**config.mk**
```make
export PLATFORM = sky130hd
export DESIGN_NAME = fifo_port_flags
export DESIGN_NICKNAME = d
export VERILOG_FILES = /design/src/pkg/link_port_pkg.sv /design/src/verilog/fifo_port_flags.sv
export SDC_FILE = /design/constraint.sdc
export NUM_CORES = 2
export LEC_CHECK = 0
export ABC_AREA = 1
export BUFFER_PORTS_ARGS = -buffer_cell sky130_fd_sc_hd__buf_2
export CORE_ASPECT_RATIO = 0.9
export CORE_MARGIN = 5
export CORE_UTILIZATION = 32
export CTS_CLUSTER_SIZE = 8
export DETAILED_ROUTE_END_ITERATION = 16
export SLEW_MARGIN = 20
export SYNTH_ARGS = -nofsm -noshare
export SYNTH_HDL_FRONTEND = slang
export SYNTH_SLANG_ARGS = --single-unit
```
**constraint.sdc**
```tcl
create_clock -name clk_sys_i -period 9.85 [get_ports clk_sys_i]
set_clock_uncertainty 0.1 [all_clocks]
set_input_delay 1.97 -clock clk_sys_i [delete_from_list [all_inputs] [get_ports clk_sys_i]]
set_output_delay 1.97 -clock clk_sys_i [all_outputs]
set_load 0.01 [all_outputs]
```
**src/pkg/link_port_pkg.sv**
```systemverilog
// constants and carriers of the dual-channel fifo port and flag block
package link_port_pkg;
   localparam int NUM_CH = 2;
   localparam int ADDR_W = 5;
   localparam int FIFO_DEPTH = 64;
   localparam int PTR_W = 6;
   // register addresses
   localparam logic [ADDR_W-1:0] ADDR_PORT_A = 5'h00;
   localparam logic [ADDR_W-1:0] ADDR_PORT_B = 5'h01;
   localparam logic [ADDR_W-1:0] ADDR_INT_FLAGS = 5'h02;
   localparam logic [ADDR_W-1:0] ADDR_INT_ENABLE = 5'h03;
   localparam logic [ADDR_W-1:0] ADDR_LEVEL_A = 5'h04;
   localparam logic [ADDR_W-1:0] ADDR_LEVEL_B = 5'h05;
   localparam logic [ADDR_W-1:0] ADDR_MSG_CTRL_A = 5'h0a;
   localparam logic [ADDR_W-1:0] ADDR_MSG_CTRL_B = 5'h0b;
   localparam logic [ADDR_W-1:0] ADDR_STATE_A = 5'h0c;
   localparam logic [ADDR_W-1:0] ADDR_STATE_B = 5'h0d;
   localparam logic [ADDR_W-1:0] ADDR_INDICATOR = 5'h0e;
   // interrupt flag bit positions
   localparam int BIT_STATUS = 7;
   localparam int BIT_WAKE = 6;
   localparam int BIT_TXF0 = 4;
   localparam int BIT_RXF0 = 2;
   localparam int BIT_RDY0 = 0;
   localparam logic [7:0] COR_MASK = 8'hfc;
   // control bit positions
   localparam int FRAMER_ON_BIT = 6;
   localparam int WHOLE_FRAME_BIT = 1;
   localparam int READY_PIN_EN0 = 0;
   localparam int FAULT_PIN_EN0 = 2;
   localparam int IND_STRIDE = 4;
   // reset values and pointer constants
   localparam logic [7:0] BYTE_ZERO = 8'h00;
   localparam logic [7:0] BYTE_ONE = 8'h01;
   localparam logic [PTR_W:0] PTR_ZERO = 7'h00;
   localparam logic [PTR_W:0] PTR_ONE = 7'h01;
   localparam logic [PTR_W:0] FIFO_FULL = 7'h40;

   typedef struct packed {
      logic rx_start;
      logic rx_push;
      logic [7:0] rx_data;
      logic rx_end;
      logic rx_ok;
      logic tx_pop;
      logic tx_fault;
      logic rx_fault;
   } chan_in_type;

   typedef struct packed {
      logic [7:0] tx_data;
      logic tx_valid;
      logic framer_on;
      logic whole_frame_mode;
      logic [7:0] rx_level;
   } chan_out_type;

   typedef struct packed {
      logic supply_err;
      logic thermal_err;
      logic sensor_supply_err;
      logic driver_err;
   } status_ev_type;
endpackage : link_port_pkg

```
**src/verilog/fifo_port_flags.sv**
```systemverilog
// dual-channel fifo data ports and shared interrupt flag register
`timescale 1ns/1ps
// Operation
// - channel port write pushes transmit fifo, read pops receive fifo
// - single and back-to-back burst port accesses are both served
// - fifos of a channel work only while its framer is on
// - flag register read clears bits 7..2, leaves bits 1..0
// - rx available flag clears when that channel's port is read
// - supply, thermal, sensor supply or driver fault sets status flag
// - wake sequence completion, good or bad, sets wake flag
// - transmitter fault of a channel sets its transmit fault flag
// - receive fault of a channel sets its receive fault flag
// - fault pin follows receive fault flag when its enable is set
// - default mode: rx available sets when fifo leaves empty
// - whole frame mode: rx available sets after a good full frame
// - ready pin follows rx available flag when its enable is set
// - interrupt output only from flags whose enable bit is one
// - count byte heads each frame, not counted in the level
module fifo_port_flags
   import link_port_pkg::*;
(
   // clock and reset
   input wire logic clk_sys_i,
   input wire logic rst_i,
   // register port from the serial front end
   input wire logic reg_rd_i,
   input wire logic reg_wr_i,
   input wire logic [ADDR_W-1:0] reg_addr_i,
   input wire logic [7:0] reg_wdata_i,
   output logic [7:0] reg_rdata_o,
   // device events
   input wire status_ev_type status_ev_i,
   input wire logic wake_done_i,
   // framer side of each channel
   input wire chan_in_type [NUM_CH-1:0] chan_i,
   output chan_out_type [NUM_CH-1:0] chan_o,
   // request and indicator pins
   output logic irq_o,
   output logic chan_a_fault_indicator_pin_o,
   output logic chan_b_fault_indicator_pin_o,
   output logic chan_a_ready_indicator_pin_o,
   output logic chan_b_ready_indicator_pin_o
);
   // fifo storage; bit 8 marks a frame count byte
   logic [7:0] tx_mem [NUM_CH][FIFO_DEPTH];
   logic [8:0] rx_mem [NUM_CH][FIFO_DEPTH];
   // channel state
   logic [PTR_W:0] tx_wp [NUM_CH], next_tx_wp [NUM_CH];
   logic [PTR_W:0] tx_rp [NUM_CH], next_tx_rp [NUM_CH];
   logic [PTR_W:0] rx_wp [NUM_CH], next_rx_wp [NUM_CH];
   logic [PTR_W:0] rx_vp [NUM_CH], next_rx_vp [NUM_CH];
   logic [PTR_W:0] rx_rp [NUM_CH], next_rx_rp [NUM_CH];
   logic [PTR_W:0] rx_hp [NUM_CH], next_rx_hp [NUM_CH];
   logic [7:0] rx_cnt [NUM_CH], next_rx_cnt [NUM_CH];
   logic [7:0] rx_lvl [NUM_CH], next_rx_lvl [NUM_CH];
   logic in_frame [NUM_CH], next_in_frame [NUM_CH];
   logic [7:0] msg_ctrl [NUM_CH], next_msg_ctrl [NUM_CH];
   logic framer_on [NUM_CH], next_framer_on [NUM_CH];
   // shared registers
   logic [7:0] flags, next_flags;
   logic [7:0] int_en, next_int_en;
   logic [7:0] ind, next_ind;
   logic [7:0] next_rdata;
   logic [NUM_CH-1:0] fault_pin, next_fault_pin;
   logic [NUM_CH-1:0] ready_pin, next_ready_pin;
   // decoded strobes
   logic rd_port [NUM_CH], wr_port [NUM_CH];
   logic tx_push [NUM_CH], tx_pop [NUM_CH], rx_pop [NUM_CH];
   logic start_ok [NUM_CH], push_ok [NUM_CH], end_ok [NUM_CH];
   logic [7:0] rx_head [NUM_CH];
   logic [7:0] set_ev, clr_ev;

   function automatic logic [PTR_W:0] fill(input logic [PTR_W:0] wp,
                                          input logic [PTR_W:0] rp);
      return wp - rp;
   endfunction : fill

   function automatic logic [ADDR_W-1:0] chan_addr(
      input logic [ADDR_W-1:0] a, input logic [ADDR_W-1:0] b, input int c);
      return (c == 0) ? a : b;
   endfunction : chan_addr

   // both channels share one body so they stay identical
   always_comb begin
      set_ev = BYTE_ZERO;
      clr_ev = BYTE_ZERO;
      set_ev[BIT_STATUS] = |status_ev_i;
      set_ev[BIT_WAKE] = wake_done_i;
      for (int c = 0; c < NUM_CH; c++) begin
         wr_port[c] = reg_wr_i &&
            reg_addr_i == chan_addr(ADDR_PORT_A, ADDR_PORT_B, c);
         rd_port[c] = reg_rd_i &&
            reg_addr_i == chan_addr(ADDR_PORT_A, ADDR_PORT_B, c);
         // transmit side, gated by the framer enable
         tx_push[c] = wr_port[c] && framer_on[c] &&
            fill(tx_wp[c], tx_rp[c]) != FIFO_FULL;
         tx_pop[c] = chan_i[c].tx_pop && framer_on[c] &&
            tx_wp[c] != tx_rp[c];
         next_tx_wp[c] = tx_push[c] ? tx_wp[c] + PTR_ONE : tx_wp[c];
         next_tx_rp[c] = tx_pop[c] ? tx_rp[c] + PTR_ONE : tx_rp[c];
         // receive side; an empty read leaves the pointer alone
         rx_head[c] = rx_mem[c][rx_rp[c][PTR_W-1:0]][7:0];
         rx_pop[c] = rd_port[c] && framer_on[c] &&
            rx_rp[c] != rx_vp[c];
         start_ok[c] = framer_on[c] && chan_i[c].rx_start &&
            !in_frame[c] && fill(rx_wp[c], rx_rp[c]) != FIFO_FULL;
         push_ok[c] = framer_on[c] && in_frame[c] && chan_i[c].rx_push &&
            fill(rx_wp[c], rx_rp[c]) != FIFO_FULL;
         end_ok[c] = in_frame[c] && chan_i[c].rx_end;
         next_rx_wp[c] = rx_wp[c];
         next_rx_vp[c] = rx_vp[c];
         next_rx_rp[c] = rx_rp[c];
         next_rx_hp[c] = rx_hp[c];
         next_rx_cnt[c] = rx_cnt[c];
         next_rx_lvl[c] = rx_lvl[c];
         next_in_frame[c] = in_frame[c];
         // reserve the count byte slot at the head of the frame
         if (start_ok[c]) begin
            next_rx_hp[c] = rx_wp[c];
            next_rx_wp[c] = rx_wp[c] + PTR_ONE;
            next_rx_cnt[c] = BYTE_ZERO;
            next_in_frame[c] = 1'b1;
         end
         if (push_ok[c]) begin
            next_rx_wp[c] = rx_wp[c] + PTR_ONE;
            next_rx_cnt[c] = rx_cnt[c] + BYTE_ONE;
            next_rx_lvl[c] = rx_lvl[c] + BYTE_ONE;
            // default mode shows bytes as they arrive
            if (!msg_ctrl[c][WHOLE_FRAME_BIT]) begin
               next_rx_vp[c] = rx_wp[c] + PTR_ONE;
            end
         end
         // a bad frame is dropped in whole frame mode only
         if (end_ok[c]) begin
            next_in_frame[c] = 1'b0;
            if (!msg_ctrl[c][WHOLE_FRAME_BIT] || chan_i[c].rx_ok) begin
               next_rx_vp[c] = rx_wp[c];
            end else begin
               next_rx_wp[c] = rx_hp[c];
               next_rx_lvl[c] = rx_lvl[c] - rx_cnt[c];
            end
         end
         // the count byte does not lower the level
         if (rx_pop[c]) begin
            next_rx_rp[c] = rx_rp[c] + PTR_ONE;
            if (!rx_mem[c][rx_rp[c][PTR_W-1:0]][8]) begin
               next_rx_lvl[c] = next_rx_lvl[c] - BYTE_ONE;
            end
         end
         // flag sources of this channel
         set_ev[BIT_TXF0+c] = chan_i[c].tx_fault;
         set_ev[BIT_RXF0+c] = chan_i[c].rx_fault;
         if (msg_ctrl[c][WHOLE_FRAME_BIT]) begin
            set_ev[BIT_RDY0+c] = end_ok[c] && chan_i[c].rx_ok;
         end else begin
            set_ev[BIT_RDY0+c] = push_ok[c] && rx_vp[c] == rx_rp[c];
         end
         clr_ev[BIT_RDY0+c] = rd_port[c];
      end
      if (reg_rd_i && reg_addr_i == ADDR_INT_FLAGS) begin
         clr_ev = clr_ev | COR_MASK;
      end
      // set beats clear so an event in the read cycle is kept
      next_flags = (flags & ~clr_ev) | set_ev;
   end

   // control registers, read mux and pins
   always_comb begin
      next_int_en = int_en;
      next_ind = ind;
      next_rdata = reg_rdata_o;
      for (int c = 0; c < NUM_CH; c++) begin
         next_msg_ctrl[c] = msg_ctrl[c];
         next_framer_on[c] = framer_on[c];
         if (reg_wr_i && reg_addr_i ==
             chan_addr(ADDR_MSG_CTRL_A, ADDR_MSG_CTRL_B, c)) begin
            next_msg_ctrl[c] = reg_wdata_i;
         end
         if (reg_wr_i &&
             reg_addr_i == chan_addr(ADDR_STATE_A, ADDR_STATE_B, c)) begin
            next_framer_on[c] = reg_wdata_i[FRAMER_ON_BIT];
         end
      end
      if (reg_wr_i && reg_addr_i == ADDR_INT_ENABLE) begin
         next_int_en = reg_wdata_i;
      end
      if (reg_wr_i && reg_addr_i == ADDR_INDICATOR) begin
         next_ind = reg_wdata_i;
      end
      // the fault and ready pins track the enable written this cycle
      for (int c = 0; c < NUM_CH; c++) begin
         next_fault_pin[c] = next_ind[FAULT_PIN_EN0+IND_STRIDE*c] &&
            next_flags[BIT_RXF0+c];
         next_ready_pin[c] = next_ind[READY_PIN_EN0+IND_STRIDE*c] &&
            next_flags[BIT_RDY0+c];
      end
      if (reg_rd_i) begin
         case (reg_addr_i)
            ADDR_PORT_A: next_rdata = framer_on[0] ? rx_head[0] : BYTE_ZERO;
            ADDR_PORT_B: next_rdata = framer_on[1] ? rx_head[1] : BYTE_ZERO;
            ADDR_INT_FLAGS: next_rdata = flags;
            ADDR_INT_ENABLE: next_rdata = int_en;
            ADDR_LEVEL_A: next_rdata = rx_lvl[0];
            ADDR_LEVEL_B: next_rdata = rx_lvl[1];
            ADDR_MSG_CTRL_A: next_rdata = msg_ctrl[0];
            ADDR_MSG_CTRL_B: next_rdata = msg_ctrl[1];
            ADDR_STATE_A: next_rdata = BYTE_ZERO | (8'(framer_on[0])
                                         << FRAMER_ON_BIT);
            ADDR_STATE_B: next_rdata = BYTE_ZERO | (8'(framer_on[1])
                                         << FRAMER_ON_BIT);
            ADDR_INDICATOR: next_rdata = ind;
            default: next_rdata = BYTE_ZERO;
         endcase
      end
   end

   // state registers
   always_ff @(posedge clk_sys_i or posedge rst_i) begin
      if (rst_i) begin
         for (int c = 0; c < NUM_CH; c++) begin
            tx_wp[c] <= PTR_ZERO;
            tx_rp[c] <= PTR_ZERO;
            rx_wp[c] <= PTR_ZERO;
            rx_vp[c] <= PTR_ZERO;
            rx_rp[c] <= PTR_ZERO;
            rx_hp[c] <= PTR_ZERO;
            rx_cnt[c] <= BYTE_ZERO;
            rx_lvl[c] <= BYTE_ZERO;
            in_frame[c] <= 1'b0;
            msg_ctrl[c] <= BYTE_ZERO;
            framer_on[c] <= 1'b0;
         end
         flags <= BYTE_ZERO;
         int_en <= BYTE_ZERO;
         ind <= BYTE_ZERO;
         reg_rdata_o <= BYTE_ZERO;
         fault_pin <= '0;
         ready_pin <= '0;
      end else begin
         tx_wp <= next_tx_wp;
         tx_rp <= next_tx_rp;
         rx_wp <= next_rx_wp;
         rx_vp <= next_rx_vp;
         rx_rp <= next_rx_rp;
         rx_hp <= next_rx_hp;
         rx_cnt <= next_rx_cnt;
         rx_lvl <= next_rx_lvl;
         in_frame <= next_in_frame;
         msg_ctrl <= next_msg_ctrl;
         framer_on <= next_framer_on;
         flags <= next_flags;
         int_en <= next_int_en;
         ind <= next_ind;
         reg_rdata_o <= next_rdata;
         fault_pin <= next_fault_pin;
         ready_pin <= next_ready_pin;
      end
   end

   // fifo storage has no reset; contents are don't care until written
   always_ff @(posedge clk_sys_i) begin
      for (int c = 0; c < NUM_CH; c++) begin
         if (tx_push[c]) begin
            tx_mem[c][tx_wp[c][PTR_W-1:0]] <= reg_wdata_i;
         end
         if (push_ok[c]) begin
            rx_mem[c][rx_wp[c][PTR_W-1:0]] <= {1'b0, chan_i[c].rx_data};
         end
         if (end_ok[c]) begin
            rx_mem[c][rx_hp[c][PTR_W-1:0]] <= {1'b1, rx_cnt[c]};
         end
      end
   end

   // outputs; the request is masked per flag
   always_comb begin
      irq_o = |(flags & int_en);
      chan_a_fault_indicator_pin_o = fault_pin[0];
      chan_b_fault_indicator_pin_o = fault_pin[1];
      chan_a_ready_indicator_pin_o = ready_pin[0];
      chan_b_ready_indicator_pin_o = ready_pin[1];
      for (int c = 0; c < NUM_CH; c++) begin
         chan_o[c].tx_data = tx_mem[c][tx_rp[c][PTR_W-1:0]];
         chan_o[c].tx_valid = framer_on[c] && tx_wp[c] != tx_rp[c];
         chan_o[c].framer_on = framer_on[c];
         chan_o[c].whole_frame_mode = msg_ctrl[c][WHOLE_FRAME_BIT];
         chan_o[c].rx_level = rx_lvl[c];
      end
   end

   logic int_rd;
   logic [7:0] low_flags;
   assign int_rd = reg_rd_i && reg_addr_i == ADDR_INT_FLAGS;
   assign low_flags = flags & ~COR_MASK;

   for (genvar g = 0; g < NUM_CH; g++) begin : g_chk

   end
endmodule : fifo_port_flags

```
==> metrics.cfg <==
[clocking]
cts_tree = done
cts_resized = 0
path_clk_slew_ns = 0.05
h-tree-depth = 5
cts.sinks = 2348
hold_buffers = 0
postCtsSetupBuffers = 0
cts_buffers = 333
cts_buffer_depth = 4
root_buffer = clkbuf_16
clk_latency_ns = 0.92

[finish]
fill_cells = 33200
final_util_pct = 36.3
nNetsFinal = 10600
area_growth_pct = 12.9
fin_area_um2 = 122000
drive_gt1_share_pct = 7.71
final_cells = 15200

[critical_path]
cp_slowest_cell = dfrtp_4
critPathBufInv = 3
startpoint = tx_rp[0]
worst_setup_path_end_kind = output port
cp_top_family = buffers and inverters
cp.arrival_ns = 4.64
timing.rr.start = tx_rp[9]
rrSetupSlack_ns = 4.10
path_class = register to output port
required_ns = 7.78
critical_path.max_stage_delay_ns = 0.73
path_max_fanout = 74
worstPathCellList = buf_4, buf_4, o21ai_0, o22ai_1, o211ai_1, nand3_1, o21ai_0, a21oi_1, buf_2
start_kind = register

[placed_design]
post-place-ws_ns = 3.68
place_hpwl_um = 204000
placedCellCount = 14600
io_buffers = 102
gp_congestion = 0.906
placed_area_um2 = 112000

[floorplanning]
fp.dieH_um = 562
die-area_um2 = 350000
rows = 202
start_util_pct = 32.1
core_um2 = 337000
ios = 103
die_w_um = 623

[timing]
drv_slew = 0
fin_crit_sh_pct = 68.1
fmax_ghz = 0.149
setup_tns_ns = 0
worstMarginPinSlew_ns = 1.18
whs_ns = 0.344
rsz0062_at_grt = no
relSlewSlack_pct = 21.2
hold_violations = 0
setup_slack_ns = 3.14
setup-violations-final = 0
min_period_ns = 6.71

[synthesis]
synth_cells = 10700
syn-cell-area_um2 = 108000
synth_edf_count = 2112
synth-seq-cells = 2348
synth.area.top_cells = edfxtp_1 (59%), o21ai_0 (11%), nand2_1 (6.3%)
synth_nets = 10800
yosysWarnings = 0
synthFlopType = edfxtp_1
ys_async_sr_fraction_pct = 7.33
synth_top_area_share_pct = 58.6
post_synth_num_cell_types = 59
avgSynthCellArea_um2 = 10.1
synth_top_cell_by_area = edfxtp_1
netlist_top_cells_count = o21ai_0 (2,343), edfxtp_1 (2,112), nand2_1 (1,826)
yosysMostFrequentCell = o21ai_0
synth.yosys.seq_area_share_pct = 63.8

[drt]
dr.first_iter.drc_count = 10400
drc_errors = 0
routed_via_density = 5.41
dr.pass1.iters = 6
ant_nets = 0
wl_per_cell_um = 23.0
finalWirelength_um = 350000
vias = 82100

[global_routing]
grt_max_degree = 179
grt_use_total_pct = 19.1
grt_overflow = 0
antenna_found_initial = 18
grt_pass1_vias = 77500
grt_first_pass_wirelength_um = 514000

[pwr]
power.total_mw = 30.3
power_density_nw_per_um2 = 248
leakage_nw = 42.7
max-vdd-ir-drop_mv = 0.171

[worst_hold_path]
hold_path.class = register to register
hold_start = rx_mem[1][359]

[job]
cap_violations = 0

[outcome]
status = completed

cell families (layout without fill, tap and decap cells):
logic type / Yosys count / count (layout) / synth area share [%]
AO/OA/AOI/OAI: 3167 / 3167 / 16.0
XOR/XNOR: 88 / 88 / 0.712
adder cells (fa/ha/maj): 54 / 54 / 0.638
buffers and inverters: 1214 / 1212 / 4.52
flip-flops: 2348 / 2348 / 63.8
other: 0 / 8 / 0
AND/OR/NAND/NOR: 3809 / 3809 / 14.3
cells in the final DEF, fill, tap and decap left out, types with 7 or more instances in the layout:
master and count:
inv_1 305, edfxtp_1 2112, diode_2 8, dfrtp_4 8
nand4_2 7, nand2_1 1826, clkbuf_1 187, dfrtp_1 160
nor4_4 8, nand4_1 61, xnor2_1 16, buf_4 198
nor3_1 53, inv_2 48, a31oi_1 18, o21ai_0 2310
clkinv_1 14, clkinv_16 8, a21oi_1 94, o21bai_1 7
ha_1 52, nand3_1 325, nand2_2 41, o211ai_1 83
clkbuf_16 338, o21ai_1 98, a211oi_1 8, o22ai_1 337
dfxtp_1 64, nor2_4 13, nor2_1 1425, nor2_2 14
nor4_1 8, xor2_1 72, o221ai_1 184, buf_2 83
area by class of cell:
cell class	count	area, um^2	area share, %
Timing Repair Buffer	284	1960	1.61
Multi-Input combinational cell	7118	34300	28.1
Sequential cell	2348	69000	56.6
Inverter	374	1450	1.18
Antenna cell	8	20.0	0.0164
Clock buffer	526	9170	7.51
Clock inverter	28	498	0.408
Tap cell	4488	5620	4.60
where the power goes:
part,switching (mW),internal [mW]
sequential,0.650,11.2
clock,4.42,6.36
combinational,5.58,2.06
worst reg2reg max path: cells and delay by family, from the launching register on:
family,cells,cell delay (ns)
AOI/OAI and AO/OA,2,0.39
and+or+nand+nor,7,2.35
DFF,1,1.07
adders and majority gates,1,0.60
buffers and inverters,1,0.88
flip-flops by register name, indices dropped and copies added, names as in the netlist, 14 cells and up:
signal and count:
msg_ctrl 14, rx_rp 14, tx_rp 14, rx_vp 14
chan_o 20, rx_wp 14, rx_hp 14, rx_cnt 16
tx_wp 14, tx_mem 1024, rx_mem 1152
path summary, 6_finish.rpt:
kind                             endpoint  cells past startpoint
min                        rx_mem[1][359]                      2
min in group asynchronous        tx_rp[0]                      2
max                            chan_o[35]                      9
max in group asynchronous        tx_rp[8]                      3
min reg2reg                rx_mem[1][359]                      2
max reg2reg                tx_mem[0][120]                     11
routing by layer:
| metal | up-vias | global-route usage (%) | wire length (um) |
|---|---|---|---|
| li1 | 37600 | - | - |
| met1 | 39500 | 26.3 | 146000 |
| met2 | 4257 | 29.0 | 154000 |
| met3 | 711 | 3.75 | 33100 |
| met4 | 4 | 8.85 | 16600 |
| met5 | - | 0 | 16 |
Note: power is estimated with default switching activity, not from simulation.
